<file path="src/hdl/tsc_pkg.sv">
// package: register map, field layout, commands and types of the trigger sequencer
package tsc_pkg;
    localparam int CLK_PERIOD_NS = 50;
    localparam int WDT_TIME_NS = 100000;
    localparam int WDT_CYCLES = WDT_TIME_NS / CLK_PERIOD_NS;
    localparam int WDT_W = 12;
    localparam logic [WDT_W-1:0] WDT_LAST = WDT_W'(WDT_CYCLES - 1);

    localparam int NUM_OUT = 4;
    localparam int NUM_IN = 4;
    localparam int PROG_DEPTH = 16;
    localparam int PC_W = 4;
    localparam int PW_W = 4;

    localparam logic [7:0] OFF_CST = 8'h00;
    localparam logic [7:0] OFF_SDLIM = 8'h04;
    localparam logic [7:0] OFF_CLIM = 8'h08;
    localparam logic [7:0] OFF_TLIM = 8'h0C;
    localparam logic [7:0] OFF_PWD = 8'h10;
    localparam logic [7:0] OFF_PROG = 8'h40;
    localparam logic [7:0] OFF_PROG_MASK = 8'hC0;

    localparam int B_EN = 15;
    localparam int B_SIDL = 13;
    localparam int B_TOGL = 12;
    localparam int B_SWT = 10;
    localparam int B_SSEN = 9;
    localparam int B_IVIS = 8;
    localparam int B_STRT = 7;
    localparam int B_WDTO = 6;
    localparam int B_ITM_HI = 1;
    localparam int B_ITM_LO = 0;

    localparam logic [15:0] LIM_RESET = 16'h0000;
    localparam logic [7:0] CMD_RESET = 8'h00;
    localparam logic [PW_W-1:0] PWD_RESET = 4'h0;

    typedef enum logic [3:0] {
        OP_NOP = 4'h0,
        OP_TRIG = 4'h1,
        OP_WHI = 4'h2,
        OP_WLO = 4'h3,
        OP_CTRL_SWT = 4'h4,
        OP_WAIT_TMR = 4'h5,
        OP_LOOP = 4'h6
    } tsc_op_t;

    typedef enum logic [2:0] {
        ST_IDLE = 3'b000,
        ST_FETCH = 3'b001,
        ST_EXEC = 3'b011,
        ST_WAIT = 3'b010,
        ST_DELAY = 3'b110
    } tsc_state_t;

    typedef struct packed {
        logic valid;
        logic write;
        logic [7:0] addr;
    } tsc_ahb_addr_t;

    typedef struct packed {
        logic module_enable_bit;
        logic stop_in_idle_bit;
        logic output_toggle_mode_bit;
        logic software_trigger_bit;
        logic single_step_enable_bit;
        logic counter_visibility_bit;
        logic sequencer_start_bit;
        logic watchdog_timeout_flag;
        logic input_wait_timing_mode_hi;
        logic input_wait_timing_mode_lo;
    } tsc_cst_t;

    function automatic logic word_hit(input logic [7:0] addr,
                                      input logic [7:0] off);
        return addr[7:2] == off[7:2];
    endfunction
endpackage

</file>
<file path="src/hdl/tsc_top.sv">
// trigger sequencer with control/status register and ahb-lite slave
`timescale 1ns/10ps
module tsc_top
    import tsc_pkg::*;
(
    input wire logic REF_CLK,
    input wire logic RESET_N,
    input wire logic HSEL,
    input wire logic [31:0] HADDR,
    input wire logic [1:0] HTRANS,
    input wire logic HWRITE,
    input wire logic [2:0] HSIZE,
    input wire logic [31:0] HWDATA,
    input wire logic HREADY,
    output logic [31:0] HRDATA,
    output logic HREADYOUT,
    output logic HRESP,
    input wire logic IDLE_MODE,
    input wire logic [NUM_IN-1:0] TRIG_IN,
    output logic [NUM_OUT-1:0] TRIG_OUT
);
    logic [1:0] rst_sync;
    logic rst_n;
    logic [1:0] idle_sync;
    logic [NUM_IN-1:0] in_sync0;
    logic [NUM_IN-1:0] in_sync1;

    // reset release and pin synchronisers
    always_ff @(posedge REF_CLK or negedge RESET_N) begin
        if (!RESET_N) begin
            rst_sync <= 2'b00;
        end else begin
            rst_sync <= {rst_sync[0], 1'b1};
        end
    end
    assign rst_n = rst_sync[1];

    always_ff @(posedge REF_CLK or negedge rst_n) begin
        if (!rst_n) begin
            idle_sync <= 2'b00;
            in_sync0 <= '0;
            in_sync1 <= '0;
        end else begin
            idle_sync <= {idle_sync[0], IDLE_MODE};
            in_sync0 <= TRIG_IN;
            in_sync1 <= in_sync0;
        end
    end

    // register state
    tsc_cst_t cst;
    tsc_cst_t next_cst;
    logic [15:0] sd_lim;
    logic [15:0] next_sd_lim;
    logic [15:0] c_lim;
    logic [15:0] next_c_lim;
    logic [15:0] t_lim;
    logic [15:0] next_t_lim;
    logic [PW_W-1:0] pwd;
    logic [PW_W-1:0] next_pwd;
    logic [7:0] prog [PROG_DEPTH];
    logic [7:0] next_prog [PROG_DEPTH];
    tsc_ahb_addr_t aph;
    tsc_ahb_addr_t next_aph;
    logic [31:0] next_hrdata;

    // engine state
    tsc_state_t state;
    tsc_state_t next_state;
    logic [PC_W-1:0] pc;
    logic [PC_W-1:0] next_pc;
    logic [7:0] cmd;
    logic [7:0] next_cmd;
    logic [15:0] sd_cnt;
    logic [15:0] next_sd_cnt;
    logic [15:0] c_cnt;
    logic [15:0] next_c_cnt;
    logic [15:0] t_cnt;
    logic [15:0] next_t_cnt;
    logic [WDT_W-1:0] wdt_cnt;
    logic [WDT_W-1:0] next_wdt_cnt;
    logic [1:0] stab;
    logic [1:0] next_stab;
    logic fire;
    logic eng_take_swt;
    logic eng_stop;
    logic eng_wdto;

    logic [15:0] cst_word;
    logic [7:0] raddr;
    logic [1:0] itm;
    logic in_lvl;
    logic cond_met;
    logic halted;

    assign itm = {cst.input_wait_timing_mode_hi, cst.input_wait_timing_mode_lo};
    assign halted = cst.stop_in_idle_bit & idle_sync[1];

    always_comb begin
        cst_word = '0;
        cst_word[B_EN] = cst.module_enable_bit;
        cst_word[B_SIDL] = cst.stop_in_idle_bit;
        cst_word[B_TOGL] = cst.output_toggle_mode_bit;
        cst_word[B_SWT] = cst.software_trigger_bit;
        cst_word[B_SSEN] = cst.single_step_enable_bit;
        cst_word[B_IVIS] = cst.counter_visibility_bit;
        cst_word[B_STRT] = cst.sequencer_start_bit;
        cst_word[B_WDTO] = cst.watchdog_timeout_flag;
        cst_word[B_ITM_HI] = cst.input_wait_timing_mode_hi;
        cst_word[B_ITM_LO] = cst.input_wait_timing_mode_lo;
    end

    // bus slave: zero wait states, always okay
    assign HREADYOUT = 1'b1;
    assign HRESP = 1'b0;
    assign raddr = HADDR[7:0];

    always_comb begin
        next_aph.valid = HSEL & HTRANS[1] & HREADY;
        next_aph.write = HWRITE;
        next_aph.addr = raddr;
        next_cst = cst;
        // consume before the bus write, so a fresh trigger written in the
        // consuming cycle is kept rather than lost
        if (eng_take_swt) begin
            next_cst.software_trigger_bit = 1'b0;
        end
        next_sd_lim = sd_lim;
        next_c_lim = c_lim;
        next_t_lim = t_lim;
        next_pwd = pwd;
        next_prog = prog;
        next_hrdata = '0;
        // read data captured in the address phase, so live counters are
        // one cycle old by the time the master samples them
        if (next_aph.valid && !HWRITE) begin
            if (word_hit(raddr, OFF_CST)) begin
                next_hrdata = {16'h0000, cst_word};
            end else if (word_hit(raddr, OFF_SDLIM)) begin
                next_hrdata = {16'h0000, cst.counter_visibility_bit ?
                               sd_cnt : sd_lim};
            end else if (word_hit(raddr, OFF_CLIM)) begin
                next_hrdata = {16'h0000, cst.counter_visibility_bit ?
                               c_cnt : c_lim};
            end else if (word_hit(raddr, OFF_TLIM)) begin
                next_hrdata = {16'h0000, cst.counter_visibility_bit ?
                               t_cnt : t_lim};
            end else if (word_hit(raddr, OFF_PWD)) begin
                next_hrdata = {28'h0000000, pwd};
            end else if ((raddr & OFF_PROG_MASK) == OFF_PROG) begin
                next_hrdata = {24'h000000, prog[raddr[5:2]]};
            end
        end
        if (aph.valid && aph.write) begin
            if (word_hit(aph.addr, OFF_CST)) begin
                next_cst.module_enable_bit = HWDATA[B_EN];
                next_cst.stop_in_idle_bit = HWDATA[B_SIDL];
                next_cst.output_toggle_mode_bit = HWDATA[B_TOGL];
                next_cst.single_step_enable_bit = HWDATA[B_SSEN];
                next_cst.counter_visibility_bit = HWDATA[B_IVIS];
                next_cst.sequencer_start_bit = HWDATA[B_STRT];
                next_cst.input_wait_timing_mode_hi = HWDATA[B_ITM_HI];
                next_cst.input_wait_timing_mode_lo = HWDATA[B_ITM_LO];
                if (HWDATA[B_SWT]) begin
                    next_cst.software_trigger_bit = 1'b1;
                end
                if (!HWDATA[B_WDTO]) begin
                    next_cst.watchdog_timeout_flag = 1'b0;
                end
            end else if (word_hit(aph.addr, OFF_SDLIM)) begin
                next_sd_lim = HWDATA[15:0];
            end else if (word_hit(aph.addr, OFF_CLIM)) begin
                next_c_lim = HWDATA[15:0];
            end else if (word_hit(aph.addr, OFF_TLIM)) begin
                next_t_lim = HWDATA[15:0];
            end else if (word_hit(aph.addr, OFF_PWD)) begin
                next_pwd = HWDATA[PW_W-1:0];
            end else if ((aph.addr & OFF_PROG_MASK) == OFF_PROG) begin
                next_prog[aph.addr[5:2]] = HWDATA[7:0];
            end
        end
        // engine events override a software write in the same cycle
        if (eng_stop) begin
            next_cst.sequencer_start_bit = 1'b0;
        end
        if (eng_wdto) begin
            next_cst.watchdog_timeout_flag = 1'b1;
        end
    end

    always_ff @(posedge REF_CLK or negedge rst_n) begin
        if (!rst_n) begin
            cst <= '0;
            sd_lim <= LIM_RESET;
            c_lim <= LIM_RESET;
            t_lim <= LIM_RESET;
            pwd <= PWD_RESET;
            aph <= '0;
            HRDATA <= '0;
            for (int i = 0; i < PROG_DEPTH; i++) begin
                prog[i] <= CMD_RESET;
            end
        end else begin
            cst <= next_cst;
            sd_lim <= next_sd_lim;
            c_lim <= next_c_lim;
            t_lim <= next_t_lim;
            pwd <= next_pwd;
            aph <= next_aph;
            HRDATA <= next_hrdata;
            prog <= next_prog;
        end
    end

    // wait condition of the current command
    always_comb begin
        in_lvl = in_sync1[cmd[1:0]];
        cond_met = 1'b0;
        unique case (tsc_op_t'(cmd[7:4]))
            OP_WHI: cond_met = in_lvl && stab >= itm;
            OP_WLO: cond_met = !in_lvl && stab >= itm;
            OP_CTRL_SWT: cond_met = cst.software_trigger_bit;
            OP_WAIT_TMR: cond_met = t_cnt >= t_lim;
            default: cond_met = 1'b0;
        endcase
    end

    always_comb begin
        next_state = state;
        next_pc = pc;
        next_cmd = cmd;
        next_sd_cnt = sd_cnt;
        next_c_cnt = c_cnt;
        next_t_cnt = t_cnt;
        next_wdt_cnt = wdt_cnt;
        next_stab = stab;
        fire = 1'b0;
        eng_take_swt = 1'b0;
        eng_stop = 1'b0;
        eng_wdto = 1'b0;
        if (!cst.module_enable_bit) begin
            next_state = ST_IDLE;
            next_pc = '0;
            next_sd_cnt = '0;
            next_c_cnt = '0;
            next_t_cnt = '0;
            next_wdt_cnt = '0;
        end else if (!cst.sequencer_start_bit) begin
            next_state = ST_IDLE;
        end else if (!halted) begin
            unique case (state)
                ST_IDLE: next_state = ST_FETCH;
                ST_FETCH: begin
                    next_cmd = prog[pc];
                    next_t_cnt = '0;
                    next_wdt_cnt = '0;
                    next_stab = '0;
                    next_state = ST_EXEC;
                end
                ST_EXEC: begin
                    next_sd_cnt = '0;
                    next_state = ST_DELAY;
                    next_pc = pc + 1'b1;
                    unique case (tsc_op_t'(cmd[7:4]))
                        OP_TRIG: fire = 1'b1;
                        OP_WHI, OP_WLO, OP_CTRL_SWT, OP_WAIT_TMR: begin
                            next_state = ST_WAIT;
                            next_pc = pc;
                        end
                        OP_LOOP: begin
                            if (c_cnt != c_lim) begin
                                next_c_cnt = c_cnt + 1'b1;
                                next_pc = cmd[PC_W-1:0];
                            end else begin
                                next_c_cnt = '0;
                            end
                        end
                        default: next_state = ST_DELAY;
                    endcase
                end
                ST_WAIT: begin
                    // input must match for itm extra samples in a row
                    if ((cmd[4] ? !in_lvl : in_lvl) && stab != 2'b11) begin
                        next_stab = stab + 1'b1;
                    end else if (cmd[4] ? in_lvl : !in_lvl) begin
                        next_stab = '0;
                    end
                    next_t_cnt = t_cnt + 1'b1;
                    if (cond_met) begin
                        eng_take_swt = cmd[7:4] == OP_CTRL_SWT;
                        next_sd_cnt = '0;
                        next_pc = pc + 1'b1;
                        next_state = ST_DELAY;
                    end else if (cmd[7:4] != OP_WAIT_TMR) begin
                        next_wdt_cnt = wdt_cnt + 1'b1;
                        if (wdt_cnt == WDT_LAST) begin
                            eng_wdto = 1'b1;
                            eng_stop = 1'b1;
                            next_state = ST_IDLE;
                        end
                    end
                end
                ST_DELAY: begin
                    if (sd_cnt >= sd_lim) begin
                        next_state = ST_FETCH;
                        if (cst.single_step_enable_bit) begin
                            eng_stop = 1'b1;
                            next_state = ST_IDLE;
                        end
                    end else begin
                        next_sd_cnt = sd_cnt + 1'b1;
                    end
                end
                default: next_state = ST_IDLE;
            endcase
        end
    end

    always_ff @(posedge REF_CLK or negedge rst_n) begin
        if (!rst_n) begin
            state <= ST_IDLE;
            pc <= '0;
            cmd <= CMD_RESET;
            sd_cnt <= '0;
            c_cnt <= '0;
            t_cnt <= '0;
            wdt_cnt <= '0;
            stab <= '0;
        end else begin
            state <= next_state;
            pc <= next_pc;
            cmd <= next_cmd;
            sd_cnt <= next_sd_cnt;
            c_cnt <= next_c_cnt;
            t_cnt <= next_t_cnt;
            wdt_cnt <= next_wdt_cnt;
            stab <= next_stab;
        end
    end

    tsc_trig_out u_trig_out (
        .clk(REF_CLK),
        .rst_n(rst_n),
        .enable(cst.module_enable_bit),
        .toggle_mode(cst.output_toggle_mode_bit),
        .pulse_width(pwd),
        .fire(fire),
        .sel(cmd[1:0]),
        .trig(TRIG_OUT)
    );
endmodule // tsc_top

</file>
<file path="src/hdl/tsc_trig_out.sv">
// trigger output stage: toggle or fixed-width pulse per output
`timescale 1ns/10ps
module tsc_trig_out
    import tsc_pkg::*;
(
    input wire logic clk,
    input wire logic rst_n,
    input wire logic enable,
    input wire logic toggle_mode,
    input wire logic [PW_W-1:0] pulse_width,
    input wire logic fire,
    input wire logic [1:0] sel,
    output logic [NUM_OUT-1:0] trig
);
    logic [PW_W-1:0] cnt [NUM_OUT];
    logic [PW_W-1:0] next_cnt [NUM_OUT];
    logic [NUM_OUT-1:0] next_trig;

    always_comb begin
        for (int i = 0; i < NUM_OUT; i++) begin
            next_cnt[i] = cnt[i];
            next_trig[i] = trig[i];
            if (!enable) begin
                next_cnt[i] = '0;
                next_trig[i] = 1'b0;
            end else if (fire && sel == 2'(i)) begin
                if (toggle_mode) begin
                    next_trig[i] = ~trig[i];
                end else begin
                    next_trig[i] = 1'b1;
                    next_cnt[i] = pulse_width;
                end
            end else if (!toggle_mode && trig[i]) begin
                // pulse lasts pulse_width + 1 cycles
                if (cnt[i] == '0) begin
                    next_trig[i] = 1'b0;
                end else begin
                    next_cnt[i] = cnt[i] - 1'b1;
                end
            end
        end
    end

    always_ff @(posedge clk or negedge rst_n) begin
        if (!rst_n) begin
            trig <= '0;
            for (int i = 0; i < NUM_OUT; i++) begin
                cnt[i] <= '0;
            end
        end else begin
            trig <= next_trig;
            cnt <= next_cnt;
        end
    end
endmodule // tsc_trig_out

</file>
<file path="config.mk">
export PLATFORM = sky130hd
export DESIGN_NAME = tsc_top
export DESIGN_NICKNAME = d
export VERILOG_FILES = /design/src/hdl/tsc_pkg.sv /design/src/hdl/tsc_top.sv /design/src/hdl/tsc_trig_out.sv
export SDC_FILE = /design/constraint.sdc
export NUM_CORES = 1
export LEC_CHECK = 0
export ABC_AREA = 1
export BUFFER_PORTS_ARGS = -buffer_cell sky130_fd_sc_hd__buf_2
export CAP_MARGIN = 20
export CORE_MARGIN = 4
export CORE_UTILIZATION = 57
export CTS_BUF_LIST = sky130_fd_sc_hd__clkbuf_8
export DETAILED_ROUTE_END_ITERATION = 8
export PLACE_DENSITY = 0.79
export SLEW_MARGIN = 10
export SYNTH_ARGS = -nofsm -noshare
export SYNTH_HDL_FRONTEND = slang
export SYNTH_HIERARCHICAL = 1
export SYNTH_SLANG_ARGS = --single-unit
</file>
<file path="constraint.sdc">
create_clock -name REF_CLK -period 9.9 [get_ports REF_CLK]
set_input_delay 0 -clock REF_CLK [delete_from_list [all_inputs] [get_ports REF_CLK]]
set_output_delay 0 -clock REF_CLK [all_outputs]
set_load 0.005 [all_outputs]
</file>
**After elaboration in Yosys (flattened, before gate mapping)**

Cells that the tools add are included.

- Add/sub/neg operators: 10
- Magnitude comparators: 8
- Equal/unequal tests: 61
- Multiplexer cells: 133
- Bitwise gates (word level): 16
- Reduce and logical (&&, ||, !) cells: 55

Operator list:

| kind | count |
|---|---|
| $mux W16 | 21 |
| $bwmux W128 | 1 |
| $mux W4 | 22 |
| $bmux W8 S4 | 2 |
| $mux W12 | 5 |
| $mux W8 | 7 |
| $mux W1 | 51 |
| $add A16 B1 Y16 const B | 3 |
| $pmux W16 S3 | 1 |
| $ne A3 B3 Y1 const B | 11 |
| $demux W8 S4 | 1 |
| $ge A16 B16 Y1 | 2 |
| $mux W32 | 1 |
| $pmux W16 S2 | 1 |
| $ne A3 B1 Y1 const B | 10 |
| $reduce_and A5 Y1 | 5 |
| $eq A6 B2 Y1 const B | 4 |
| $mux W3 | 8 |
| $pmux W12 S2 | 1 |
| $reduce_and A3 Y1 | 7 |
| $logic_not A4 Y1 | 4 |
| $ne A16 B16 Y1 | 1 |
| $pmux W4 S2 | 2 |
| $reduce_and A4 Y1 | 4 |
| 46 further kinds | 108 |

- Register bits after elaboration: 341
- Input bits: 79
- Output and inout bits: 38

**Logic depth before layout (Yosys ltp)**

Gate-level depths: netlist of run 1.

- Word-level depth: 15
- Mapped depth: 17

**Modules after synthesis**

The synthesis of run 1 kept the hierarchy.

Modules (own cells, without submodules):

| module | times used | cells an instance | area an instance (um2) | seq. area each (um2) |
|---|---|---|---|---|
| tsc_top | 1 | 2135 | 16659.7 | 7582.3 |
| tsc_trig_out | 1 | 216 | 1462.7 | 500.5 |

**Worst setup path before layout of run 1**

OpenSTA, ideal clock, no wires.

- Path kind: register to register
- Start: register sd_cnt[13]
- End: register sd_cnt[3]
- Library setup time: 0.123 ns
- Arrival time: 1.696 ns
- Required time: 9.777 ns
- Path slack: 8.081 ns
- Cell stages (with the launch flop): 13
- Path buffers: 1
- Clock period less this slack: 1.819 ns
- Cells stage by stage: dfrtp_1 > ha_1 > nand2_1 > inv_1 > o21ai_0 > nand2_1 > a21oi_1 > nand4_1 > nand2_1 > nand3_2 > buf_2 > nand2_1 > o21ai_1

- Cells in the longest elaborated chain, start to end: 3

RTL lines:

| what | line | text |
|---|---|---|
| from (decl) | tsc_top.sv:74 | `logic [15:0] sd_cnt;` |
| from (signal assigned) | tsc_top.sv:333 | `sd_cnt <= next_sd_cnt;` |
| $ge A16 B16 Y1 | tsc_top.sv:304 | `if (sd_cnt >= sd_lim) begin` |
| $ne A3 B3 Y1 (no source line) | -- |  |
| $reduce_and A5 Y1 (no source line) | -- |  |

Every way passes these cells.
A chain may end at the register's enable or synchronous reset.

**Final worst setup path of run 1**

- Start: input port HADDR[2]
- End: register HRDATA[6]

- Cells in the longest elaborated chain, start to end: 11
- Elaborated cells on any way between the ends: 16
- Those cells by class: eq/ne: 4; mux: 10; bitwise: 1; reduce/logical: 1

RTL lines:

| what | line | text |
|---|---|---|
| from (decl) | tsc_top.sv:9 | `input wire logic [31:0] HADDR,` |
| $not A4 Y5 (not written as such) | tsc_top.sv:151 | `next_hrdata = {24'h000000, prog[raddr[5:2]]};` |
| $bmux W8 S4 | tsc_top.sv:151 |  |
| $mux W8 (not written as such) (2 in series) | tsc_top.sv:151 |  |
| $mux W8 | tsc_top.sv:150 | `end else if ((raddr & OFF_PROG_MASK) == OFF_PROG) begin` |
| $mux W8 | tsc_top.sv:148 | `end else if (word_hit(raddr, OFF_PWD)) begin` |
| $mux W16 | tsc_top.sv:145 | `end else if (word_hit(raddr, OFF_TLIM)) begin` |
| $mux W16 | tsc_top.sv:142 | `end else if (word_hit(raddr, OFF_CLIM)) begin` |
| $mux W16 | tsc_top.sv:139 | `end else if (word_hit(raddr, OFF_SDLIM)) begin` |
| $mux W16 (*) | tsc_top.sv:137 | `if (word_hit(raddr, OFF_CST)) begin` |
| $mux W32 (*) | tsc_top.sv:136 | `if (next_aph.valid && !HWRITE) begin` |
| via next_hrdata[6] | tsc_top.sv:65 | `logic [31:0] next_hrdata;` |
| to (signal assigned) | tsc_top.sv:210 | `HRDATA <= next_hrdata;` |
| to (decl) | tsc_top.sv:15 | `output logic [31:0] HRDATA,` |

The timed path passes the listed nets; every way through them passes the cells marked *. The select of a mux whose other input is x is not followed.

==> results of run 1 <==
==> cell type report <==
cell class,instances,area share
multi-input cells,1684,0.433
flip-flops and latches,323,0.406
clock buffers,71,0.0491
inverters,235,0.0443
repair buffers,96,0.0352
well taps,402,0.0253
clock inverters,27,0.00672
==> worst max-delay path by stage <==
stage	end	slack [ns]
finish	HRDATA[6]$_DFF_PN0_	7.06
floorplan	HRDATA[0]$_DFF_PN0_	0.23
CTS	HRDATA[6]$_DFF_PN0_	7.28
detailed placement	HRDATA[6]$_DFF_PN0_	7.17
global route	HRDATA[6]$_DFF_PN0_	6.92
global placement	HRDATA[6]$_DFF_PN0_	7.19
==> worst max-delay path, stage by stage <==
cell,delay (ns)
dlygate4sd3_1,0.54
buf_2,0.17
nand2_1,0.42
inv_1,0.42
buf_4,0.32
nand2_2,0.31
clkinv_1,0.42
a22oi_1,0.26
o21ai_0,0.16
nand3b_1,0.21
nand2_1,0.06
inv_1,0.04
==> cell families (layout without fill, tap and decap cells) <==
logic type,count (synthesis),in the layout,share of synthesized area
adder cells (fa/ha/maj),48,48,0.0331
multiplexers,1,1,0.000552
flip-flops,323,323,0.446
other,2,19,0.000414
AND/OR/NAND/NOR,956,956,0.229
buffers and inverters,361,429,0.0817
XOR/XNOR,36,36,0.0174
AO/OA/AOI/OAI,624,624,0.191
==> layer usage <==
metal / up-vias / wire length [um] / share of wire / global-route usage
met1: 8041 / 22000 / 0.42 / 0.424
met2: 952 / 22900 / 0.44 / 0.445
met5: - / 8 / 0.00015 / 0
li1: 7890 / - / - / -
met3: 125 / 5450 / 0.10 / 0.0580
met4: 2 / 1630 / 0.031 / 0.109
==> per-stage QoR <==
stage	total power, mW	hold WS [ns]	std cells
finish	3.07	0.0401	2838
global placement	1.84	-0.216	2710
detailed placement	1.86	-0.212	2710
global route	3.20	0.0184	2838
CTS	3.07	0.00847	2836
floorplan	1.75	-0.296	2368
==> power groups by stage <==
stage | logic (mW) | registers [mW] | clock network, mW
after floorplan | 0.263 | 1.49 | 0
after global routing | 0.425 | 1.49 | 1.29
final | 0.378 | 1.48 | 1.21
after CTS | 0.370 | 1.48 | 1.22
after global placement | 0.345 | 1.50 | 0
after detailed placement | 0.359 | 1.50 | 0
==> registers in the layout, summed over array words and instances, names as in the netlist, 12 cells and up <==
name and cells:
HRDATA 16, c_cnt 16, c_lim 16, prog 128, sd_cnt 16, sd_lim 16, t_cnt 16, t_lim 16
u_trig_out/cnt 16, wdt_cnt 12
==> cells in the mapped netlist, types with 7 or more instances <==
cell,count,area share
nand2_1,576,0.12
o21ai_0,340,0.094
dfrtp_1,323,0.45
inv_1,217,0.045
nor2_1,146,0.030
nand3_1,106,0.029
a21oi_1,96,0.027
clkbuf_1,74,0.015
o21ai_1,59,0.016
ha_1,48,0.033
o211ai_1,36,0.015
nor3_1,33,0.0091
xnor2_1,26,0.013
buf_2,25,0.0069
buf_4,23,0.0095
nand4_1,23,0.0079
a31oi_1,16,0.0055
inv_2,14,0.0029
o221ai_1,13,0.0063
a22oi_1,12,0.0050
nand2_2,12,0.0041
o22ai_1,11,0.0038
xor2_1,10,0.0048
nor2_2,9,0.0031
or2_2,9,0.0031
o21ai_2,8,0.0039
o2bb2ai_1,8,0.0039
a211oi_1,7,0.0029
==> placed cells by master, fill, tap and decap left out, types with 33 or more instances in the layout <==
master,count
o21ai_0,340
nor2_1,144
nand2_1,576
nor3_1,33
ha_1,48
dfrtp_1,320
nand3_1,106
o211ai_1,36
clkbuf_8,71
a21oi_1,96
buf_2,52
o21ai_1,59
inv_1,236
==> results.sh, run 1 <==
export IMPL_ys_seq_elements=323
export IMPL_clock_root_buffer="clkbuf_8"
export IMPL_gp_congestion=0.938
export IMPL_clkPwrFrac=0.394
export IMPL_ant_nets=0
export IMPL_wl_per_cell_um=18.3
export IMPL_vias_per_cell=5.99
export IMPL_max_clock_freq_ghz=0.352
export IMPL_rrSetupSlack_ns=7.31
export IMPL_grt_pass1_vias=16100
export IMPL_ys_flop_type="dfrtp_1"
export IMPL_fin_skew_ns=0.0413
export IMPL_critical_path_startpoint_type="input port"
export IMPL_antenna_found_initial=1
export IMPL_n_antenna_cell=0
export IMPL_hold_violations=0
export IMPL_start_util=0.576
export IMPL_finalMaxSlewViolations=0
export IMPL_drc=0
export IMPL_ios=117
export IMPL_synthToLayoutAreaGrowth_pct=9.88
export IMPL_seq_power_share=0.483
export IMPL_peakVddDrop_mv=0.142
export IMPL_finalCritPeriodShare=0.287
export IMPL_r2r_start="state[2]$_DFFE_PN0P_"
export IMPL_vias=17000
export IMPL_critPathKind="input port to register"
export IMPL_rows=65
export IMPL_rsz0062_at_grt="false"
export IMPL_async_reset_ff_frac=1.00
export IMPL_cts_sinks=323
export IMPL_grt_start_max_net_pins=149
export IMPL_crit_required_ns=10.42
export IMPL_fillers=2642
export IMPL_end_kind="register"
export IMPL_status="completed"
export IMPL_setup_viol=0
export IMPL_switchingPower_mw=0.899
export IMPL_placed_area_sq_mm=0.0185
export IMPL_dieArea_sq_mm=0.0347
export IMPL_holdPathEnd="idle_sync[0]$_DFF_PN0_"
export IMPL_setup_slack_ns=7.06
export IMPL_regToRegEndpoint="u_trig_out/cnt[1]$_DFFE_PN0P_"
export IMPL_hold_buffers=28
export IMPL_fp_dieH_um=186
export IMPL_drt_iter0_drc=1971
export IMPL_syn_cell_area_sq_mm=0.0181
export IMPL_rr_worst_depth=9
export IMPL_synth_edf_count=0
export IMPL_leakage_nw=10.0
export IMPL_drive_gt1_frac=0.0944
export IMPL_clk_latency_ns=0.64
export IMPL_grt_pass1_wl_mm=84.6
export IMPL_postSynthCellCount=2351
export IMPL_p_comb_frac=0.123
export IMPL_final_area_sq_mm=0.0199
export IMPL_wirelength_mm=52.0
export IMPL_cts_path_max_buffers=3
export IMPL_worstHoldPathType="input port to register"
export IMPL_cts_tree="done"
export IMPL_synth_warnings=6
export IMPL_crit_path_max_fanout=17
export IMPL_drtPass1Iterations=6
export IMPL_cell_internal_pwr_mw=2.17
export IMPL_die_x_um=186
export IMPL_ctsHtreeMaxLevel=2
export IMPL_core_area_sq_mm=0.0315
export IMPL_postCtsSetupRepairBufs=0
export IMPL_clk_pin_slew_ns=0.06
export IMPL_cts_buffers=54
export IMPL_layout_nets=2521
export IMPL_multi_input_area_sq_mm=0.00863
export IMPL_cts_resized=0
export IMPL_io_buffers=52
export IMPL_arrival_ns=3.36
export IMPL_regArea_sq_mm=0.00809
export IMPL_swShare=0.293
export IMPL_period_needed_ns=2.84
export IMPL_worst_pin_slew_ns=1.04
export IMPL_maxCapViolations=0
export IMPL_powerDensity_mw_per_mm2=154
export IMPL_grtUsageTotal=0.294
export IMPL_postSynthAreaPerCell_sq_um=7.71
export IMPL_dpl_worst_slack_ns=7.17
export IMPL_place_hpwl_mm=34.8
export IMPL_whs_path_depth=2
export IMPL_slew_headroom=0.303
export IMPL_yosysSeqAreaShare=0.446
export IMPL_overflow=0
export IMPL_ys_types=57
export IMPL_final_util=0.633
export IMPL_critPathLaunch="HADDR[2]"
export IMPL_hold_start="IDLE_MODE"
export IMPL_fin_setup_tns_ns=0
Power figures use the tool's default switching activity.
==> run 2: changes to the inputs <==
Settings changed: ABC_AREA 1 to 0.
Clock period 9.9 ns to 2.45 ns, I/O delays scaled along.
==> run 2 against run 1 <==
  * The flow now finishes with violations (setup timing)
  * Critical path depth decreased by 5
  * First-iteration DRC count shrank 35%
  * Synthesized cell count decreased by 33%
  * Wire length down 5.2%
  * Via count shrank 18%
  * Count of clock-buffer cells in the layout rose by 3
  * Critical endpoint is now sd_cnt[2]$_DFFE_PN0P_
  * Largest power group unchanged
==> results.sh, run 2 <==
export IMPL_status="complete, but fails checks"
export IMPL_violations="setup timing"
export IMPL_hold_violations=0
export IMPL_fp_dieH_um=186
export IMPL_highest_layer="met4"
export IMPL_switchingPower_mw=3.94
export IMPL_hold_start="IDLE_MODE"
export IMPL_yosys_area_top_type="dfrtp_1"
export IMPL_wirelength_mm=49.3
export IMPL_max_clock_freq_ghz=0.401
export IMPL_die_x_um=186
export IMPL_top_register="prog"
export IMPL_cts_sinks=323
export IMPL_dp_cells=2038
export IMPL_cts_buffers=54
export IMPL_fin_skew_ns=0.0262
export IMPL_postSynthAreaPerCell_sq_um=11.5
export IMPL_io_buffers=52
export IMPL_final_cell_mix="dfrtp_1 (320), mux2_2 (182), nand2_1 (125), buf_4 (111), o21ai_0 (103)"
export IMPL_grt_pass1_vias=14100
export IMPL_fin_setup_tns_ns=-0.364
export IMPL_worstHoldPathType="input port to register"
export IMPL_regArea_sq_mm=0.00809
export IMPL_drtPass1Iterations=6
export IMPL_slowest_stage="mux4_2"
export IMPL_period_needed_ns=2.49
export IMPL_ys_types=88
export IMPL_ys_top_cells_by_count="dfrtp_1 (323), mux2_2 (182), nand2_1 (125)"
export IMPL_cell_internal_pwr_mw=9.99
export IMPL_synth_edf_count=0
export IMPL_drt_iter0_drc=1275
export IMPL_start_util=0.585
export IMPL_antenna_found_initial=0
export IMPL_arrival_ns=3.00
export IMPL_gp_congestion=0.967
export IMPL_swShare=0.283
export IMPL_clk_pin_slew_ns=0.06
export IMPL_crit_path_max_fanout=16
export IMPL_cp_slowest_stage_delay_ns=0.62
export IMPL_largest_register_ffs=128
export IMPL_p_comb_frac=0.196
export IMPL_cts_path_max_buffers=3
export IMPL_met2_length_mm=23.6
export IMPL_path_cells="mux4_2, xnor2_4, o31ai_4, a211o_1, a221o_1, buf_12, a31oi_1"
export IMPL_slew_headroom=0.522
export IMPL_syn_cell_area_sq_mm=0.0181
export IMPL_critPathKind="register to register"
export IMPL_postSynthCellCount=1568
export IMPL_synthToLayoutAreaGrowth_pct=15.9
export IMPL_synth_warnings=6
export IMPL_grt_start_max_net_pins=101
export IMPL_setup_slack_ns=-0.0444
export IMPL_drt_met1_wl_mm=19.6
export IMPL_worst_pin_slew_ns=0.711
export IMPL_ys_seq_elements=323
export IMPL_async_reset_ff_frac=1.00
export IMPL_instances_no_fill=2169
export IMPL_rsz0062_at_grt="true"
export IMPL_r2r_start="cmd[0]$_DFFE_PN0P_"
export IMPL_drc=0
export IMPL_grt_pass1_wl_mm=78.3
export IMPL_crit_required_ns=2.96
export IMPL_clkPwrFrac=0.376
export IMPL_fillers=2184
export IMPL_overflow=0
export IMPL_leakage_nw=9.60
export IMPL_synth_most_common_cell="dfrtp_1"
export IMPL_ctsHtreeMaxLevel=2
export IMPL_n_antenna_cell=0
export IMPL_finalMaxSlewViolations=0
export IMPL_vias=14000
export IMPL_layout_nets=1858
export IMPL_rows=64
export IMPL_whs_ns=0.0361
export IMPL_power_total_mw=13.9
export IMPL_yosysSeqAreaShare=0.447
export IMPL_multi_input_area_sq_mm=0.00938
export IMPL_core_area_sq_mm=0.0309
export IMPL_critical_path_startpoint_type="register"
export IMPL_layout_commonest_cell="dfrtp_1"
export IMPL_ys_flop_type="dfrtp_1"
export IMPL_dieArea_sq_mm=0.0346
export IMPL_place_hpwl_mm=33.9
export IMPL_peakVddDrop_mv=0.529
export IMPL_drive_gt1_frac=0.325
export IMPL_clk_latency_ns=0.61
export IMPL_ant_nets=0
export IMPL_finalCritPeriodShare=1.02
export IMPL_grtUsageTotal=0.289
export IMPL_critPathLaunch="cmd[0]$_DFFE_PN0P_"
export IMPL_seq_power_share=0.428
export IMPL_end_kind="register"
export IMPL_cts_tree="done"
export IMPL_wl_per_cell_um=22.7
export IMPL_maxCapViolations=0
export IMPL_setup_viol=14
export IMPL_vias_per_cell=6.44
export IMPL_met3_length_mm=3.67
export IMPL_powerDensity_mw_per_mm2=665
export IMPL_synthTopCellsByArea="dfrtp_1 (45%), mux2_2 (11%), mux4_2 (10%)"
export IMPL_yosysTopAreaCellShare=0.447
export IMPL_ios=117
export IMPL_clock_root_buffer="clkbuf_8"
-- run 2: cell types whose count changed in the layout (fill, tap and decap cells not counted), moves of 28 or more --
cell	previous run	this run
inv_1	236	66
nand2_1	576	125
nand3_1	106	37
mux2_2	0	182
nor2_1	144	63
o211ai_1	36	4
and3_1	0	28
a21oi_1	96	51
o21ai_0	340	103
buf_4	13	111
mux4_2	0	81
o21ai_1	59	0
mux2i_1	1	35
-- run 2: power groups by stage --
stage               sequential, mW  clock (mW)  combinational, mW
floorplan                     6.01           0               1.89
global placement              6.02           0               2.54
detailed placement            6.04           0               2.62
CTS                           5.95        5.32               2.70
global route                  6.00        5.57               2.95
finish                        5.96        5.24               2.73
-- run 2: repair_timing --
action                                  CTS  global route
endpoints found under the setup margin   22            35
hold buffers                             31             0
buffers inserted                          1             1
pin swaps                                 1             1
resized for setup                         4            14
hold endpoints to repair                200             0
-- run 2: per-layer routing --
metal  GRT usage  up-vias
met5           0        -
met4       0.128        0
met3      0.0532      159
met2       0.467      685
met1       0.387     7010
li1            -     6124
-- run 2: cells by family (layout without fill, tap and decap cells) --
kind of cell    Yosys count  in the layout  synth area share
other cells               2             19          0.000416
buf+inv                 169            357            0.0427
mux                     298            298             0.234
compound gates          295            295             0.111
xor+xnor                 32             32            0.0165
fa+ha+maj                48             48            0.0332
simple gates            401            401             0.115
flops                   323            323             0.447
-- run 2: worst max-delay path, delay by kind of cell, from the launching register on --
kind	cells	cell delay (ns)
AOI/OAI and AO/OA	4	0.94
xor gates and xnor gates	1	0.22
buffers and inverters	1	0.19
DFF	1	0.42
muxes	1	0.62
-- run 2: path summary, 6_finish.rpt --
check	end	slack [ns]	cells past startpoint
worst max-delay path	sd_cnt[2]$_DFFE_PN0P_	-0.04	7
worst min-delay path	idle_sync[0]$_DFF_PN0_	0.04	2
worst max register to register	sd_cnt[2]$_DFFE_PN0P_	-0.04	7
worst min register to register	prog[59]$_DFFE_PN0P_	0.17	0
max in group asynchronous	prog[20]$_DFFE_PN0P_	1.49	1
min in group asynchronous	prog[59]$_DFFE_PN0P_	0.17	0
-- run 2: layout make-up --
class                   count  area share
flip-flops and latches    323       0.386
repair buffers            202      0.0747
clock inverters            24     0.00908
inverters                  57      0.0102
multi-input cells        1093       0.448
clock buffers              74      0.0486
well taps                 396      0.0237
-- run 2: per-stage QoR --
step            util  instance area (sq um)  worst slack (ns)
6_report       0.678                  20900           -0.0444
3_3_place_gp   0.625                  19300            -0.114
3_5_place_dp   0.625                  19300            -0.177
5_1_grt        0.678                  20900            -0.112
4_1_cts        0.675                  20900           -0.0509
2_1_floorplan      -                  18100            -0.753
